File: src/ssp_defines.vh
// register map, field positions, reset values and timing for the port pair
`ifndef SSP_DEFINES_VH
`define SSP_DEFINES_VH

// ****************************************************************
// register offsets within one port window
// ****************************************************************
`define SSP_OFS_CTRL    4'h0
`define SSP_OFS_DIV     4'h4
`define SSP_OFS_STAT    4'h8
`define SSP_OFS_SLOTS   4'hC
`define SSP_PORT_BIT    4
`define SSP_TOP_FREE    3'h0

// ****************************************************************
// control fields
// ****************************************************************
`define SSP_C_TXEN      0
`define SSP_C_RXEN      1
`define SSP_C_LSB       2
`define SSP_C_TCLK      3
`define SSP_C_TFS       4
`define SSP_C_RCLK      5
`define SSP_C_RFS       6
`define SSP_C_MCH       7
`define SSP_C_COMP_LO   8
`define SSP_C_WLEN_LO   10
`define SSP_C_FSINV     15
`define SSP_COMP_MU     2'h1
`define SSP_COMP_A      2'h2
`define SSP_WLEN_MIN    5'h02

// ****************************************************************
// status fields
// ****************************************************************
`define SSP_S_TXBUSY    0
`define SSP_S_TXFULL    1
`define SSP_S_RXBUSY    2
`define SSP_S_RXAVAIL   3
`define SSP_S_RXOVF     4
`define SSP_S_TXUND     5
`define SSP_S_CLAIM     6

// ****************************************************************
// reset values and bit rate limit
// ****************************************************************
`define SSP_CTRL_RST    32'h00007C00
`define SSP_SLOTS_RST   32'h00000000
`define SSP_CLK_MHZ     125
`define SSP_MAX_MBPS    40
`define SSP_DIV_MIN_INT ((`SSP_CLK_MHZ + 2 * `SSP_MAX_MBPS - 1) / (2 * `SSP_MAX_MBPS) - 1)
`define SSP_DIV_MIN     16'h0001
`define SSP_DIV_RST     {`SSP_DIV_MIN, `SSP_DIV_MIN}

`endif

File: src/ssp_fifo.v
// word fifo with registered output stage
`timescale 1ns/1ps
module ssp_fifo #(
  parameter W     = 32,
  parameter DEPTH = 16,
  parameter AW    = 4
) (
  input  wire         clk_i,
  input  wire         rst_i,
  input  wire         in_valid_i,
  output wire         in_ready_o,
  input  wire [W-1:0] in_data_i,
  output wire         out_valid_o,
  input  wire         out_ready_i,
  output wire [W-1:0] out_data_o
);
  localparam [AW:0] FULL = DEPTH;

  reg [W-1:0]  mem [0:DEPTH-1];
  reg [AW-1:0] wp_reg;
  reg [AW-1:0] rp_reg;
  reg [AW:0]   cnt_reg;
  reg          ov_reg;
  reg [W-1:0]  od_reg;

  // depth must be a power of two so the pointers wrap by themselves
  wire push = in_valid_i & in_ready_o;
  wire load = (cnt_reg != {(AW+1){1'b0}}) & (~ov_reg | out_ready_i);

  assign in_ready_o  = (cnt_reg != FULL);
  assign out_valid_o = ov_reg;
  assign out_data_o  = od_reg;

  // storage array, no reset needed
  always @(posedge clk_i) begin
    if (push)
      mem[wp_reg] <= in_data_i;
  end

  // pointers, fill level and output stage
  always @(posedge clk_i) begin
    if (rst_i) begin
      wp_reg  <= {AW{1'b0}};
      rp_reg  <= {AW{1'b0}};
      cnt_reg <= {(AW+1){1'b0}};
      ov_reg  <= 1'b0;
      od_reg  <= {W{1'b0}};
    end else begin
      if (push)
        wp_reg <= wp_reg + 1'b1;
      if (push & ~load)
        cnt_reg <= cnt_reg + 1'b1;
      else if (load & ~push)
        cnt_reg <= cnt_reg - 1'b1;
      if (load) begin
        od_reg <= mem[rp_reg];
        ov_reg <= 1'b1;
        rp_reg <= rp_reg + 1'b1;
      end else if (out_ready_i) begin
        ov_reg <= 1'b0;
      end
    end
  end
endmodule

File: src/ssp_top.v
// pair of synchronous serial ports with wishbone registers
//
// Behaviour
// - two identical independent serial ports
// - bit rate capped near processor rate, 40Mbps
// - transmit and receive timed separately
// - words stream to and from memory DMA
// - port 1 channels yield to link claim
// - multichannel mode: several slot words per frame
// - selectable lsb-first or msb-first order
// - word length programmable 3 to 32
// - frame sync polarity for external frame syncs only (generated syncs stay active high) and optional companding
// - clock and frame sync internal or external; transmit takes an external frame sync only with an external clock
//
// Our own choices: the register offsets and register access over Wishbone.
`timescale 1ns/1ps
`include "ssp_defines.vh"
module ssp_top #(
  parameter FIFO_DEPTH = 16,
  parameter FIFO_AW    = 4
) (
  input  wire        clk_i,
  input  wire        rst_i,
  input  wire        wb_cyc_i,
  input  wire        wb_stb_i,
  input  wire        wb_we_i,
  input  wire [7:0]  wb_adr_i,
  input  wire [3:0]  wb_sel_i,
  input  wire [31:0] wb_dat_i,
  output wire [31:0] wb_dat_o,
  output wire        wb_ack_o,
  input  wire [63:0] tx_data_i,
  input  wire [1:0]  tx_valid_i,
  output wire [1:0]  tx_ready_o,
  output wire [63:0] rx_data_o,
  output wire [1:0]  rx_valid_o,
  input  wire [1:0]  rx_ready_i,
  input  wire        link_claim_i,
  input  wire [1:0]  tclk_i,
  input  wire [1:0]  tfs_i,
  input  wire [1:0]  rclk_i,
  input  wire [1:0]  rfs_i,
  input  wire [1:0]  sdin_i,
  output wire [1:0]  tclk_o,
  output wire [1:0]  tclk_oe_o,
  output wire [1:0]  tfs_o,
  output wire [1:0]  tfs_oe_o,
  output wire [1:0]  sdout_o,
  output wire [1:0]  sdout_oe_o,
  output wire [1:0]  rclk_o,
  output wire [1:0]  rclk_oe_o,
  output wire [1:0]  rfs_o,
  output wire [1:0]  rfs_oe_o
);

  // ****************************************************************
  // helper functions
  // ****************************************************************

  // byte-lane merge for wishbone writes
  function [31:0] ssp_merge;
    input [31:0] old;
    input [31:0] nw;
    input [3:0]  sel;
    integer i;
    begin
      ssp_merge = old;
      for (i = 0; i < 4; i = i + 1)
        if (sel[i])
          ssp_merge[i*8 +: 8] = nw[i*8 +: 8];
    end
  endfunction

  // divider floor keeps the line at or under the top bit rate
  function [15:0] ssp_clamp;
    input [15:0] d;
    begin
      ssp_clamp = (d < `SSP_DIV_MIN) ? `SSP_DIV_MIN : d;
    end
  endfunction

  // 16-bit linear to 8-bit mu-law or a-law
  function [7:0] ssp_compress;
    input [15:0] x;
    input        alaw;
    reg [15:0] m;
    reg [15:0] t;
    reg [2:0]  seg;
    integer i;
    begin
      m   = x[15] ? (~x + 16'h0001) : x;
      seg = 3'h0;
      if (alaw) begin
        m = {3'h0, m[15:3]};
        for (i = 5; i < 12; i = i + 1)
          if (m >= (16'h0001 << i))
            seg = seg + 3'h1;
        t = (seg == 3'h0) ? {1'b0, m[15:1]} : (m >> seg);
        ssp_compress = {~x[15], seg, t[3:0]} ^ 8'h55;
      end else begin
        m = {2'h0, m[15:2]};
        if (m > 16'h1FDE)
          m = 16'h1FDE;       // clip before bias to avoid overflow
        m = m + 16'h0021;
        for (i = 6; i < 13; i = i + 1)
          if (m >= (16'h0001 << i))
            seg = seg + 3'h1;
        t = m >> ({1'b0, seg} + 4'h1); // 4 bits so segment 7 shifts by 8
        ssp_compress = ~{x[15], seg, t[3:0]};
      end
    end
  endfunction

  // 8-bit mu-law or a-law to 16-bit linear
  function [15:0] ssp_expand;
    input [7:0] code;
    input       alaw;
    reg [7:0]  c;
    reg [15:0] t;
    begin
      if (alaw) begin
        c = code ^ 8'h55;
        t = {8'h00, c[3:0], 4'h8};
        if (c[6:4] != 3'h0)
          t = t + 16'h0100;
        if (c[6:4] > 3'h1)
          t = t << (c[6:4] - 3'h1);
        ssp_expand = c[7] ? t : (~t + 16'h0001);
      end else begin
        c = ~code;
        t = ({12'h000, c[3:0]} << 3) + 16'h0084;
        t = (t << c[6:4]) - 16'h0084;
        ssp_expand = c[7] ? (~t + 16'h0001) : t;
      end
    end
  endfunction

  // ****************************************************************
  // pin synchronisers: three stages, change accepted when 2 and 3 agree
  // ****************************************************************
  wire [9:0] pin_w = {sdin_i, rfs_i, rclk_i, tfs_i, tclk_i};
  reg  [9:0] s1_reg;
  reg  [9:0] s2_reg;
  reg  [9:0] s3_reg;
  reg  [9:0] lvl_reg;
  wire [9:0] chg_w = ~(s2_reg ^ s3_reg) & (s2_reg ^ lvl_reg);

  // sync chain and filtered level
  always @(posedge clk_i) begin
    if (rst_i) begin
      s1_reg  <= 10'h000;
      s2_reg  <= 10'h000;
      s3_reg  <= 10'h000;
      lvl_reg <= 10'h000;
    end else begin
      s1_reg  <= pin_w;
      s2_reg  <= s1_reg;
      s3_reg  <= s2_reg;
      lvl_reg <= lvl_reg ^ chg_w;
    end
  end

  // ****************************************************************
  // wishbone slave
  // ****************************************************************
  reg  [31:0] ctrl_reg  [0:1];
  reg  [31:0] div_reg   [0:1];
  reg  [31:0] slots_reg [0:1];
  wire [31:0] stat_w    [0:1];
  reg  [31:0] dat_reg;
  reg         ack_reg;
  wire        hit    = wb_cyc_i & wb_stb_i & ~ack_reg;
  wire        mapped = (wb_adr_i[7:5] == `SSP_TOP_FREE);
  wire        sel_p  = wb_adr_i[`SSP_PORT_BIT];
  wire        wr_w   = hit & wb_we_i & mapped;
  wire [1:0]  ovf_clr;
  wire [1:0]  und_clr;

  assign wb_dat_o = dat_reg;
  assign wb_ack_o = ack_reg;

  // one-wait-state answer, unmapped reads return zero
  always @(posedge clk_i) begin
    if (rst_i) begin
      ack_reg      <= 1'b0;
      dat_reg      <= 32'h00000000;
      ctrl_reg[0]  <= `SSP_CTRL_RST;
      ctrl_reg[1]  <= `SSP_CTRL_RST;
      div_reg[0]   <= `SSP_DIV_RST;
      div_reg[1]   <= `SSP_DIV_RST;
      slots_reg[0] <= `SSP_SLOTS_RST;
      slots_reg[1] <= `SSP_SLOTS_RST;
    end else begin
      ack_reg <= hit;
      if (wr_w) begin
        case (wb_adr_i[3:0])
          `SSP_OFS_CTRL: begin
            ctrl_reg[sel_p] <= ssp_merge(ctrl_reg[sel_p], wb_dat_i, wb_sel_i);
          end
          `SSP_OFS_DIV: begin
            div_reg[sel_p] <= ssp_merge(div_reg[sel_p], wb_dat_i, wb_sel_i);
          end
          `SSP_OFS_SLOTS: begin
            slots_reg[sel_p] <= ssp_merge(slots_reg[sel_p], wb_dat_i,
                                          wb_sel_i) & 32'h0000001F;
          end
          default: begin
          end
        endcase
      end
      if (hit) begin
        case (wb_adr_i[3:0])
          `SSP_OFS_CTRL:  dat_reg <= mapped ? ctrl_reg[sel_p] : 32'h0;
          `SSP_OFS_DIV:   dat_reg <= mapped ? div_reg[sel_p] : 32'h0;
          `SSP_OFS_STAT:  dat_reg <= mapped ? stat_w[sel_p] : 32'h0;
          `SSP_OFS_SLOTS: dat_reg <= mapped ? slots_reg[sel_p] : 32'h0;
          default:        dat_reg <= 32'h00000000;
        endcase
      end
    end
  end

  // ****************************************************************
  // the two ports
  // ****************************************************************
  genvar p;
  generate
    for (p = 0; p < 2; p = p + 1) begin : g_port
      wire [31:0] c      = ctrl_reg[p];
      wire        txen   = c[`SSP_C_TXEN];
      wire        rxen   = c[`SSP_C_RXEN];
      wire        lsb    = c[`SSP_C_LSB];
      wire        tcint  = c[`SSP_C_TCLK];
      wire        tfint  = c[`SSP_C_TFS];
      wire        rcint  = c[`SSP_C_RCLK];
      wire        rfint  = c[`SSP_C_RFS];
      wire        mch    = c[`SSP_C_MCH];
      wire [1:0]  comp   = c[`SSP_C_COMP_LO +: 2];
      wire        fsinv  = c[`SSP_C_FSINV];
      wire [4:0]  wraw   = c[`SSP_C_WLEN_LO +: 5];
      wire [4:0]  wl     = (wraw < `SSP_WLEN_MIN) ? `SSP_WLEN_MIN : wraw;
      wire [4:0]  nslot  = slots_reg[p][4:0];
      wire [15:0] tdiv   = ssp_clamp(div_reg[p][15:0]);
      wire [15:0] rdiv   = ssp_clamp(div_reg[p][31:16]);
      wire        gate   = (p == 1) ? link_claim_i : 1'b0;

      reg  [15:0] tcnt_reg;
      reg         tck_reg;
      reg  [15:0] rcnt_reg;
      reg         rck_reg;
      reg  [31:0] hold_reg;
      reg         hfull_reg;
      reg         trdy_reg;
      reg  [31:0] sh_reg;
      reg  [4:0]  tb_reg;
      reg  [4:0]  ts_reg;
      reg         tbusy_reg;
      reg         fpend_reg;
      reg         sd_reg;
      reg         sdoe_reg;
      reg         tfs_reg;
      reg         und_reg;
      reg         rfs_reg;
      reg         rbusy_reg;
      reg  [4:0]  rb_reg;
      reg  [4:0]  rs_reg;
      reg  [31:0] acc_reg;
      reg         push_reg;
      reg  [31:0] pd_reg;
      reg         ovf_reg;
      reg  [3:0]  oe_reg;
      wire        fin_rdy;

      // clock edges: own divider or filtered pin edges
      // a pin edge is the new level in stage two, not the old filtered one
      wire ttog   = txen & tcint & (tcnt_reg == tdiv);
      wire rtog   = rxen & rcint & (rcnt_reg == rdiv);
      wire t_rise = tcint ? (ttog & ~tck_reg) : (chg_w[p] & s2_reg[p]);
      wire r_rise = rcint ? (rtog & ~rck_reg) : (chg_w[4+p] & s2_reg[4+p]);
      wire r_fall = rcint ? (rtog & rck_reg) : (chg_w[4+p] & ~s2_reg[4+p]);
      wire t_fall = ~tcint & chg_w[p] & ~s2_reg[p];
      wire tfs_x  = lvl_reg[2+p] ^ fsinv;
      wire rfs_x  = rfint ? rfs_reg : (lvl_reg[6+p] ^ fsinv);
      wire rbit   = lvl_reg[8+p];
      wire tacc   = tx_valid_i[p] & trdy_reg;

      // next transmit word: companded from low half or taken whole
      wire [31:0] tword = (comp == `SSP_COMP_MU) ?
                          {24'h0, ssp_compress(hold_reg[15:0], 1'b0)} :
                          (comp == `SSP_COMP_A) ?
                          {24'h0, ssp_compress(hold_reg[15:0], 1'b1)} :
                          hold_reg;
      wire [31:0] tload = hfull_reg ? tword : 32'h0;
      wire        tfirst = lsb ? tload[0] : tload[wl];

      // receive assembly; first bit of a word clears the collector
      wire [31:0] abase = (rb_reg == 5'h00) ? 32'h0 : acc_reg;
      wire [31:0] anew  = lsb ? (abase | ({31'h0, rbit} << rb_reg)) :
                                {abase[30:0], rbit};
      wire [15:0] xpd   = ssp_expand(anew[7:0], comp == `SSP_COMP_A);
      wire [31:0] rword = (comp == 2'h0) ? anew : {{16{xpd[15]}}, xpd};

      // transmit and receive dividers run independently
      always @(posedge clk_i) begin
        if (rst_i | ~txen | ~tcint) begin
          tcnt_reg <= 16'h0000;
          tck_reg  <= 1'b0;
        end else if (ttog) begin
          tcnt_reg <= 16'h0000;
          tck_reg  <= ~tck_reg;
        end else begin
          tcnt_reg <= tcnt_reg + 16'h0001;
        end
        if (rst_i | ~rxen | ~rcint) begin
          rcnt_reg <= 16'h0000;
          rck_reg  <= 1'b0;
        end else if (rtog) begin
          rcnt_reg <= 16'h0000;
          rck_reg  <= ~rck_reg;
        end else begin
          rcnt_reg <= rcnt_reg + 16'h0001;
        end
      end

      // transmit: shift on rising edge, frame held until data is ready
      always @(posedge clk_i) begin
        if (rst_i) begin
          hold_reg  <= 32'h0;
          hfull_reg <= 1'b0;
          trdy_reg  <= 1'b0;
          sh_reg    <= 32'h0;
          tb_reg    <= 5'h00;
          ts_reg    <= 5'h00;
          tbusy_reg <= 1'b0;
          fpend_reg <= 1'b0;
          sd_reg    <= 1'b0;
          sdoe_reg  <= 1'b0;
          tfs_reg   <= 1'b0;
          und_reg   <= 1'b0;
        end else begin
          // conservative ready: never overlaps a full holding word
          trdy_reg <= ~hfull_reg & ~tacc & ~gate;
          if (tacc) begin
            hold_reg  <= tx_data_i[p*32 +: 32];
            hfull_reg <= 1'b1;
          end
          if (!txen) begin
            tbusy_reg <= 1'b0;
            sdoe_reg  <= 1'b0;
            tfs_reg   <= 1'b0;
            fpend_reg <= 1'b0;
          end else begin
            if (t_fall & ~tfint & tfs_x & ~tbusy_reg)
              fpend_reg <= 1'b1;
            if (t_rise) begin
              tfs_reg <= 1'b0;
              if (tbusy_reg & (tb_reg != wl)) begin
                sd_reg <= lsb ? sh_reg[1] : sh_reg[wl - 5'h01];
                sh_reg <= lsb ? (sh_reg >> 1) : (sh_reg << 1);
                tb_reg <= tb_reg + 5'h01;
              end else if (tbusy_reg & mch & (ts_reg != nslot)) begin
                // next slot of the frame; empty holding sends zeros
                sh_reg    <= tload;
                sd_reg    <= tfirst;
                tb_reg    <= 5'h00;
                ts_reg    <= ts_reg + 5'h01;
                hfull_reg <= 1'b0;
              end else if (hfull_reg & (tfint | fpend_reg)) begin
                sh_reg    <= tload;
                sd_reg    <= tfirst;
                tb_reg    <= 5'h00;
                ts_reg    <= 5'h00;
                tbusy_reg <= 1'b1;
                sdoe_reg  <= 1'b1;
                tfs_reg   <= tfint;
                fpend_reg <= 1'b0;
                hfull_reg <= 1'b0;
              end else begin
                tbusy_reg <= 1'b0;
                sdoe_reg  <= 1'b0;
              end
            end
          end
          // underflow set wins over a software clear
          und_reg <= (und_reg & ~und_clr[p]) |
                     (txen & t_rise & tbusy_reg & (tb_reg == wl) & mch &
                      (ts_reg != nslot) & ~hfull_reg);
        end
      end

      // receive: sample on falling edge, frame sync opens the word
      always @(posedge clk_i) begin
        if (rst_i) begin
          rfs_reg   <= 1'b0;
          rbusy_reg <= 1'b0;
          rb_reg    <= 5'h00;
          rs_reg    <= 5'h00;
          acc_reg   <= 32'h0;
          push_reg  <= 1'b0;
          pd_reg    <= 32'h0;
          ovf_reg   <= 1'b0;
          oe_reg    <= 4'h0;
        end else begin
          oe_reg   <= {rfint, rcint, tfint, tcint};
          push_reg <= 1'b0;
          if (!rxen) begin
            rfs_reg   <= 1'b0;
            rbusy_reg <= 1'b0;
            rb_reg    <= 5'h00;
            rs_reg    <= 5'h00;
          end else begin
            if (r_rise)
              rfs_reg <= rfint & ~rbusy_reg;
            if (r_fall & (rbusy_reg | rfs_x)) begin
              acc_reg <= anew;
              if (rb_reg == wl) begin
                push_reg <= 1'b1;
                pd_reg   <= rword;
                rb_reg   <= 5'h00;
                if (mch & (rs_reg != nslot)) begin
                  rs_reg    <= rs_reg + 5'h01;
                  rbusy_reg <= 1'b1;
                end else begin
                  rs_reg    <= 5'h00;
                  rbusy_reg <= 1'b0;
                end
              end else begin
                rb_reg    <= rb_reg + 5'h01;
                rbusy_reg <= 1'b1;
              end
            end
          end
          // a word that finds the fifo full is lost and flagged
          ovf_reg <= (ovf_reg & ~ovf_clr[p]) | (push_reg & ~fin_rdy);
        end
      end

      // receive words queue toward memory DMA
      ssp_fifo #(
        .W     (32),
        .DEPTH (FIFO_DEPTH),
        .AW    (FIFO_AW)
      ) u_rxq (
        .clk_i       (clk_i),
        .rst_i       (rst_i),
        .in_valid_i  (push_reg),
        .in_ready_o  (fin_rdy),
        .in_data_i   (pd_reg),
        .out_valid_o (rx_valid_o[p]),
        .out_ready_i (rx_ready_i[p] & ~gate),
        .out_data_o  (rx_data_o[p*32 +: 32])
      );

      assign ovf_clr[p] = wr_w & (sel_p == p) &
                          (wb_adr_i[3:0] == `SSP_OFS_STAT) & wb_sel_i[0] &
                          wb_dat_i[`SSP_S_RXOVF];
      assign und_clr[p] = wr_w & (sel_p == p) &
                          (wb_adr_i[3:0] == `SSP_OFS_STAT) & wb_sel_i[0] &
                          wb_dat_i[`SSP_S_TXUND];
      assign stat_w[p]  = {25'h0, gate, und_reg, ovf_reg, rx_valid_o[p],
                           rbusy_reg, hfull_reg, tbusy_reg};
      assign tx_ready_o[p] = trdy_reg;
      assign tclk_o[p]     = tck_reg;
      assign rclk_o[p]     = rck_reg;
      assign tfs_o[p]      = tfs_reg;
      assign rfs_o[p]      = rfs_reg;
      assign sdout_o[p]    = sd_reg;
      assign sdout_oe_o[p] = sdoe_reg;
      assign tclk_oe_o[p]  = oe_reg[0];
      assign tfs_oe_o[p]   = oe_reg[1];
      assign rclk_oe_o[p]  = oe_reg[2];
      assign rfs_oe_o[p]   = oe_reg[3];
    end
  endgenerate
endmodule

File: config.mk
export PLATFORM = sky130hd
export DESIGN_NAME = ssp_top
export DESIGN_NICKNAME = d
export VERILOG_FILES = /design/src/ssp_fifo.v /design/src/ssp_top.v
export VERILOG_INCLUDE_DIRS = /design/src /design/src/src
export SDC_FILE = /design/constraint.sdc
export NUM_CORES = 2
export LEC_CHECK = 0
export BUFFER_PORTS_ARGS = -buffer_cell sky130_fd_sc_hd__buf_2
export CAP_MARGIN = 20
export CORE_MARGIN = 8
export CORE_UTILIZATION = 55
export CTS_CLUSTER_SIZE = 16
export DETAILED_ROUTE_END_ITERATION = 10
export GPL_ROUTABILITY_DRIVEN = 1
export PLACE_DENSITY = 0.74
export SLEW_MARGIN = 15
export SYNTH_ARGS = -nofsm -noshare
export SYNTH_HDL_FRONTEND = slang
export SYNTH_SLANG_ARGS = --single-unit
File: constraint.sdc
create_clock -name clk_i -period 9.1 [get_ports clk_i]
set_input_delay 0.91 -clock clk_i [delete_from_list [all_inputs] [get_ports clk_i]]
set_output_delay 0.91 -clock clk_i [all_outputs]
set_load 0.02 [all_outputs]
==> qor.txt <==
number of I/O pins = 249
First DRT Iteration DRCs = 7,012
Routed Antenna Nets = 0
Skew-Pair Late Insertion Delay = 830 ps
Hold/Removal Path Class = primary input to flop
crit-path max FO = 12
max cap viols = 0
Ys Warns = 0
Seq cells post-synth = 1,721
Worst Path Arrival = 9260 ps
final wirelength = 217 mm
status = completed
Power Density = 216 nW/µm²
Final Util = 0.617
Syn Area/Cell = 12.3 µm²
Worst-path clk slew = 70 ps
Slew Limit Fails = 0
Layout area overhead = 11.3%
Worst Skew = 60.7 ps
final setup violation count = 0
clock root cell = clkbuf_16
Max clock buf depth = 3
Largest Register = g_port.u_rxq.mem
Synth cell types = 110
most frequent cell after synthesis = edfxtp_1
DP Wirelength = 129 mm
share of layout cells above drive strength 1 = 0.182
synth top area cells = edfxtp_1 44%, dfxtp_1 14%, mux4_2 9.9%
# fillers = 10,700
worst vdd ir = 0.000196 V
RSZ-0062 raised after global routing = false
Post-Synthesis Cell Area = 79,500 µm²
leading area contributor after synthesis = edfxtp_1
Leak = 31.2 nW
multi-input logic area = 31,700 µm²
TritonCTS buffer count = 170
pin count of the biggest net entering global routing = 98
Async S/R FF share, synth = 0
via-per-instance ratio = 6.35
CP max-delay cell = or4_4
Post-synth EDFFs = 1,162
minimum clock period = 8570 ps
DR pass1 iterations = 6
measured slew at the worst slew-check pin = 1120 ps
Commonest cells post-synth = 1,162 x edfxtp_1, 677 x nand2_1, 655 x nor2_1, 559 x dfxtp_1, 398 x a21oi_1
max reg flops = 1,024
Crit Path Class = flop to flop
Final Cycle Share = 0.941
total negative slack = 0 ps
DRC = 0
fmax = 117 MHz
ys flop type = edfxtp_1
final hold violation count = 0
setup bufs post-CTS = 0
Top cell by count, worst path = ha_1
H-tree depth = 4
clock sink total = 1,721
CP endpoint kind = flop
number of global-route vias before repair = 53,400
CP Launch Type = flop
CTS tree = done
WP data required = 9790 ps
sequential share of the synthesized area = 0.580
Die ar. = 157,000 µm²
via count = 54,800
Nets = 6,794
first-pass GRT wire length = 330 mm
Site Rows = 139
Slew HR = 0.255
post-synth top area share = 0.439
Overflow after GRT = 0
Core Box Area = 143,000 µm²
gr usage total = 0.268
syn nets = 6,675
initial antenna violation count = 6
Max stage delay on crit path = 670 ps
Cells after Synth = 6,466
Starting Density = 0.554
routed len/inst = 25.1 µm
routability congestion estimate = 0.920
Die Wd = 396 µm
Die H = 396 µm
storage element area = 46,100 µm²
PortBufs = 248
==> power by group <==
| group | leakage, nW | total [mW] | internal [mW] | switching (mW) |
|---|---|---|---|---|
| Clock | 2.73 | 7.05 | 3.93 | 3.12 |
| Combinational | 11.5 | 3.33 | 1.43 | 1.90 |
| Sequential | 17.0 | 8.73 | 8.42 | 0.314 |
==> worst paths after layout <==
kind	endpoint	depth (start not counted)	slack, ps	start
setup reg to reg	g_port[1].sd_reg	32	530	g_port[1].hold_reg[0]
hold / removal	s1_reg[7]	2	310	rfs_i[1]
setup / recovery	g_port[1].sd_reg	32	530	g_port[1].hold_reg[0]
hold reg to reg	s2_reg[2]	1	420	s1_reg[2]
==> worst max-delay path, delay by kind of cell (launching register included) <==
| kind | cells | cell delay [ps] |
|---|---|---|
| AOI/OAI and AO/OA | 14 | 3280 |
| and+or+nand+nor | 8 | 2500 |
| adders and majority gates | 5 | 1340 |
| xor gates and xnor gates | 2 | 430 |
| DFF | 1 | 390 |
| muxes | 1 | 360 |
| buffers and inverters | 2 | 150 |
==> through the flow <==
step                hold WS, ps  cell area [µm²]  power, mW  std cells  setup WS [ps]
floorplan                   414            79500       11.3       6466            579
global placement            418            82700       12.1       8313            598
detailed placement          429            82800       12.2       8314            443
CTS                         262            88400       19.2       8630            396
global route                293            88500       19.8       8633           41.1
finish                      309            88500       19.1       8634            532
==> layout by cell type (no fill, tap or decap), types with 22 or more instances in the layout <==
| cell | count |
|---|---|
| nand2b_1 | 61 |
| nor4_1 | 39 |
| xor2_1 | 157 |
| nand2_1 | 673 |
| clkbuf_16 | 174 |
| and3_1 | 26 |
| o211ai_1 | 24 |
| clkbuf_1 | 33 |
| and2_1 | 23 |
| ha_1 | 79 |
| inv_1 | 64 |
| buf_4 | 140 |
| o21ai_0 | 277 |
| a211oi_1 | 62 |
| mux2i_1 | 146 |
| nor2b_1 | 67 |
| nor3_1 | 153 |
| clkbuf_8 | 22 |
| or3_1 | 27 |
| a2bb2oi_1 | 25 |
| clkinv_2 | 34 |
| mux2_2 | 93 |
| nor2_1 | 631 |
| a22oi_1 | 58 |
| nand3_1 | 114 |
| a22o_1 | 55 |
| a311oi_1 | 58 |
| xnor2_1 | 184 |
| dfxtp_1 | 550 |
| nand4_1 | 54 |
| a21oi_1 | 394 |
| mux4_2 | 350 |
| edfxtp_1 | 1162 |
| buf_2 | 246 |
| nor2_4 | 24 |
| a31oi_1 | 27 |
==> final cells by class <==
type / instances / share of cell area
clock buffers: 229 / 0.0540
inverters: 72 / 0.00306
diodes: 2 / 0.0000566
multi-input cells: 4228 / 0.358
flip-flops and latches: 1721 / 0.521
clock inverters: 87 / 0.00958
well taps: 1903 / 0.0269
repair buffers: 392 / 0.0270
==> repair_timing <==
action,4_1_cts,5_1_grt
setup endpoints to repair,0,4
hold buffers,0,0
gates resized for setup,0,5
==> routing by layer <==
layer	vias to the layer above	share of wire	routed length, µm	track usage
met1	27000	0.40	87000	0.369
li1	24500	-	-	-
met4	6	0.028	6040	0.0749
met5	-	0.00016	34	0
met2	2889	0.48	104000	0.438
met3	396	0.092	19900	0.0505
==> cells by family after synthesis <==
logic type | count (synthesis) | synth area share
xor+xnor | 342 | 0.0379
mux | 596 | 0.132
buf+inv | 517 | 0.0256
compound gates | 1209 | 0.0987
flops | 1721 | 0.580
simple gates | 2000 | 0.113
fa+ha+maj | 81 | 0.0129
No activity file was read; power rests on OpenSTA's default activity.
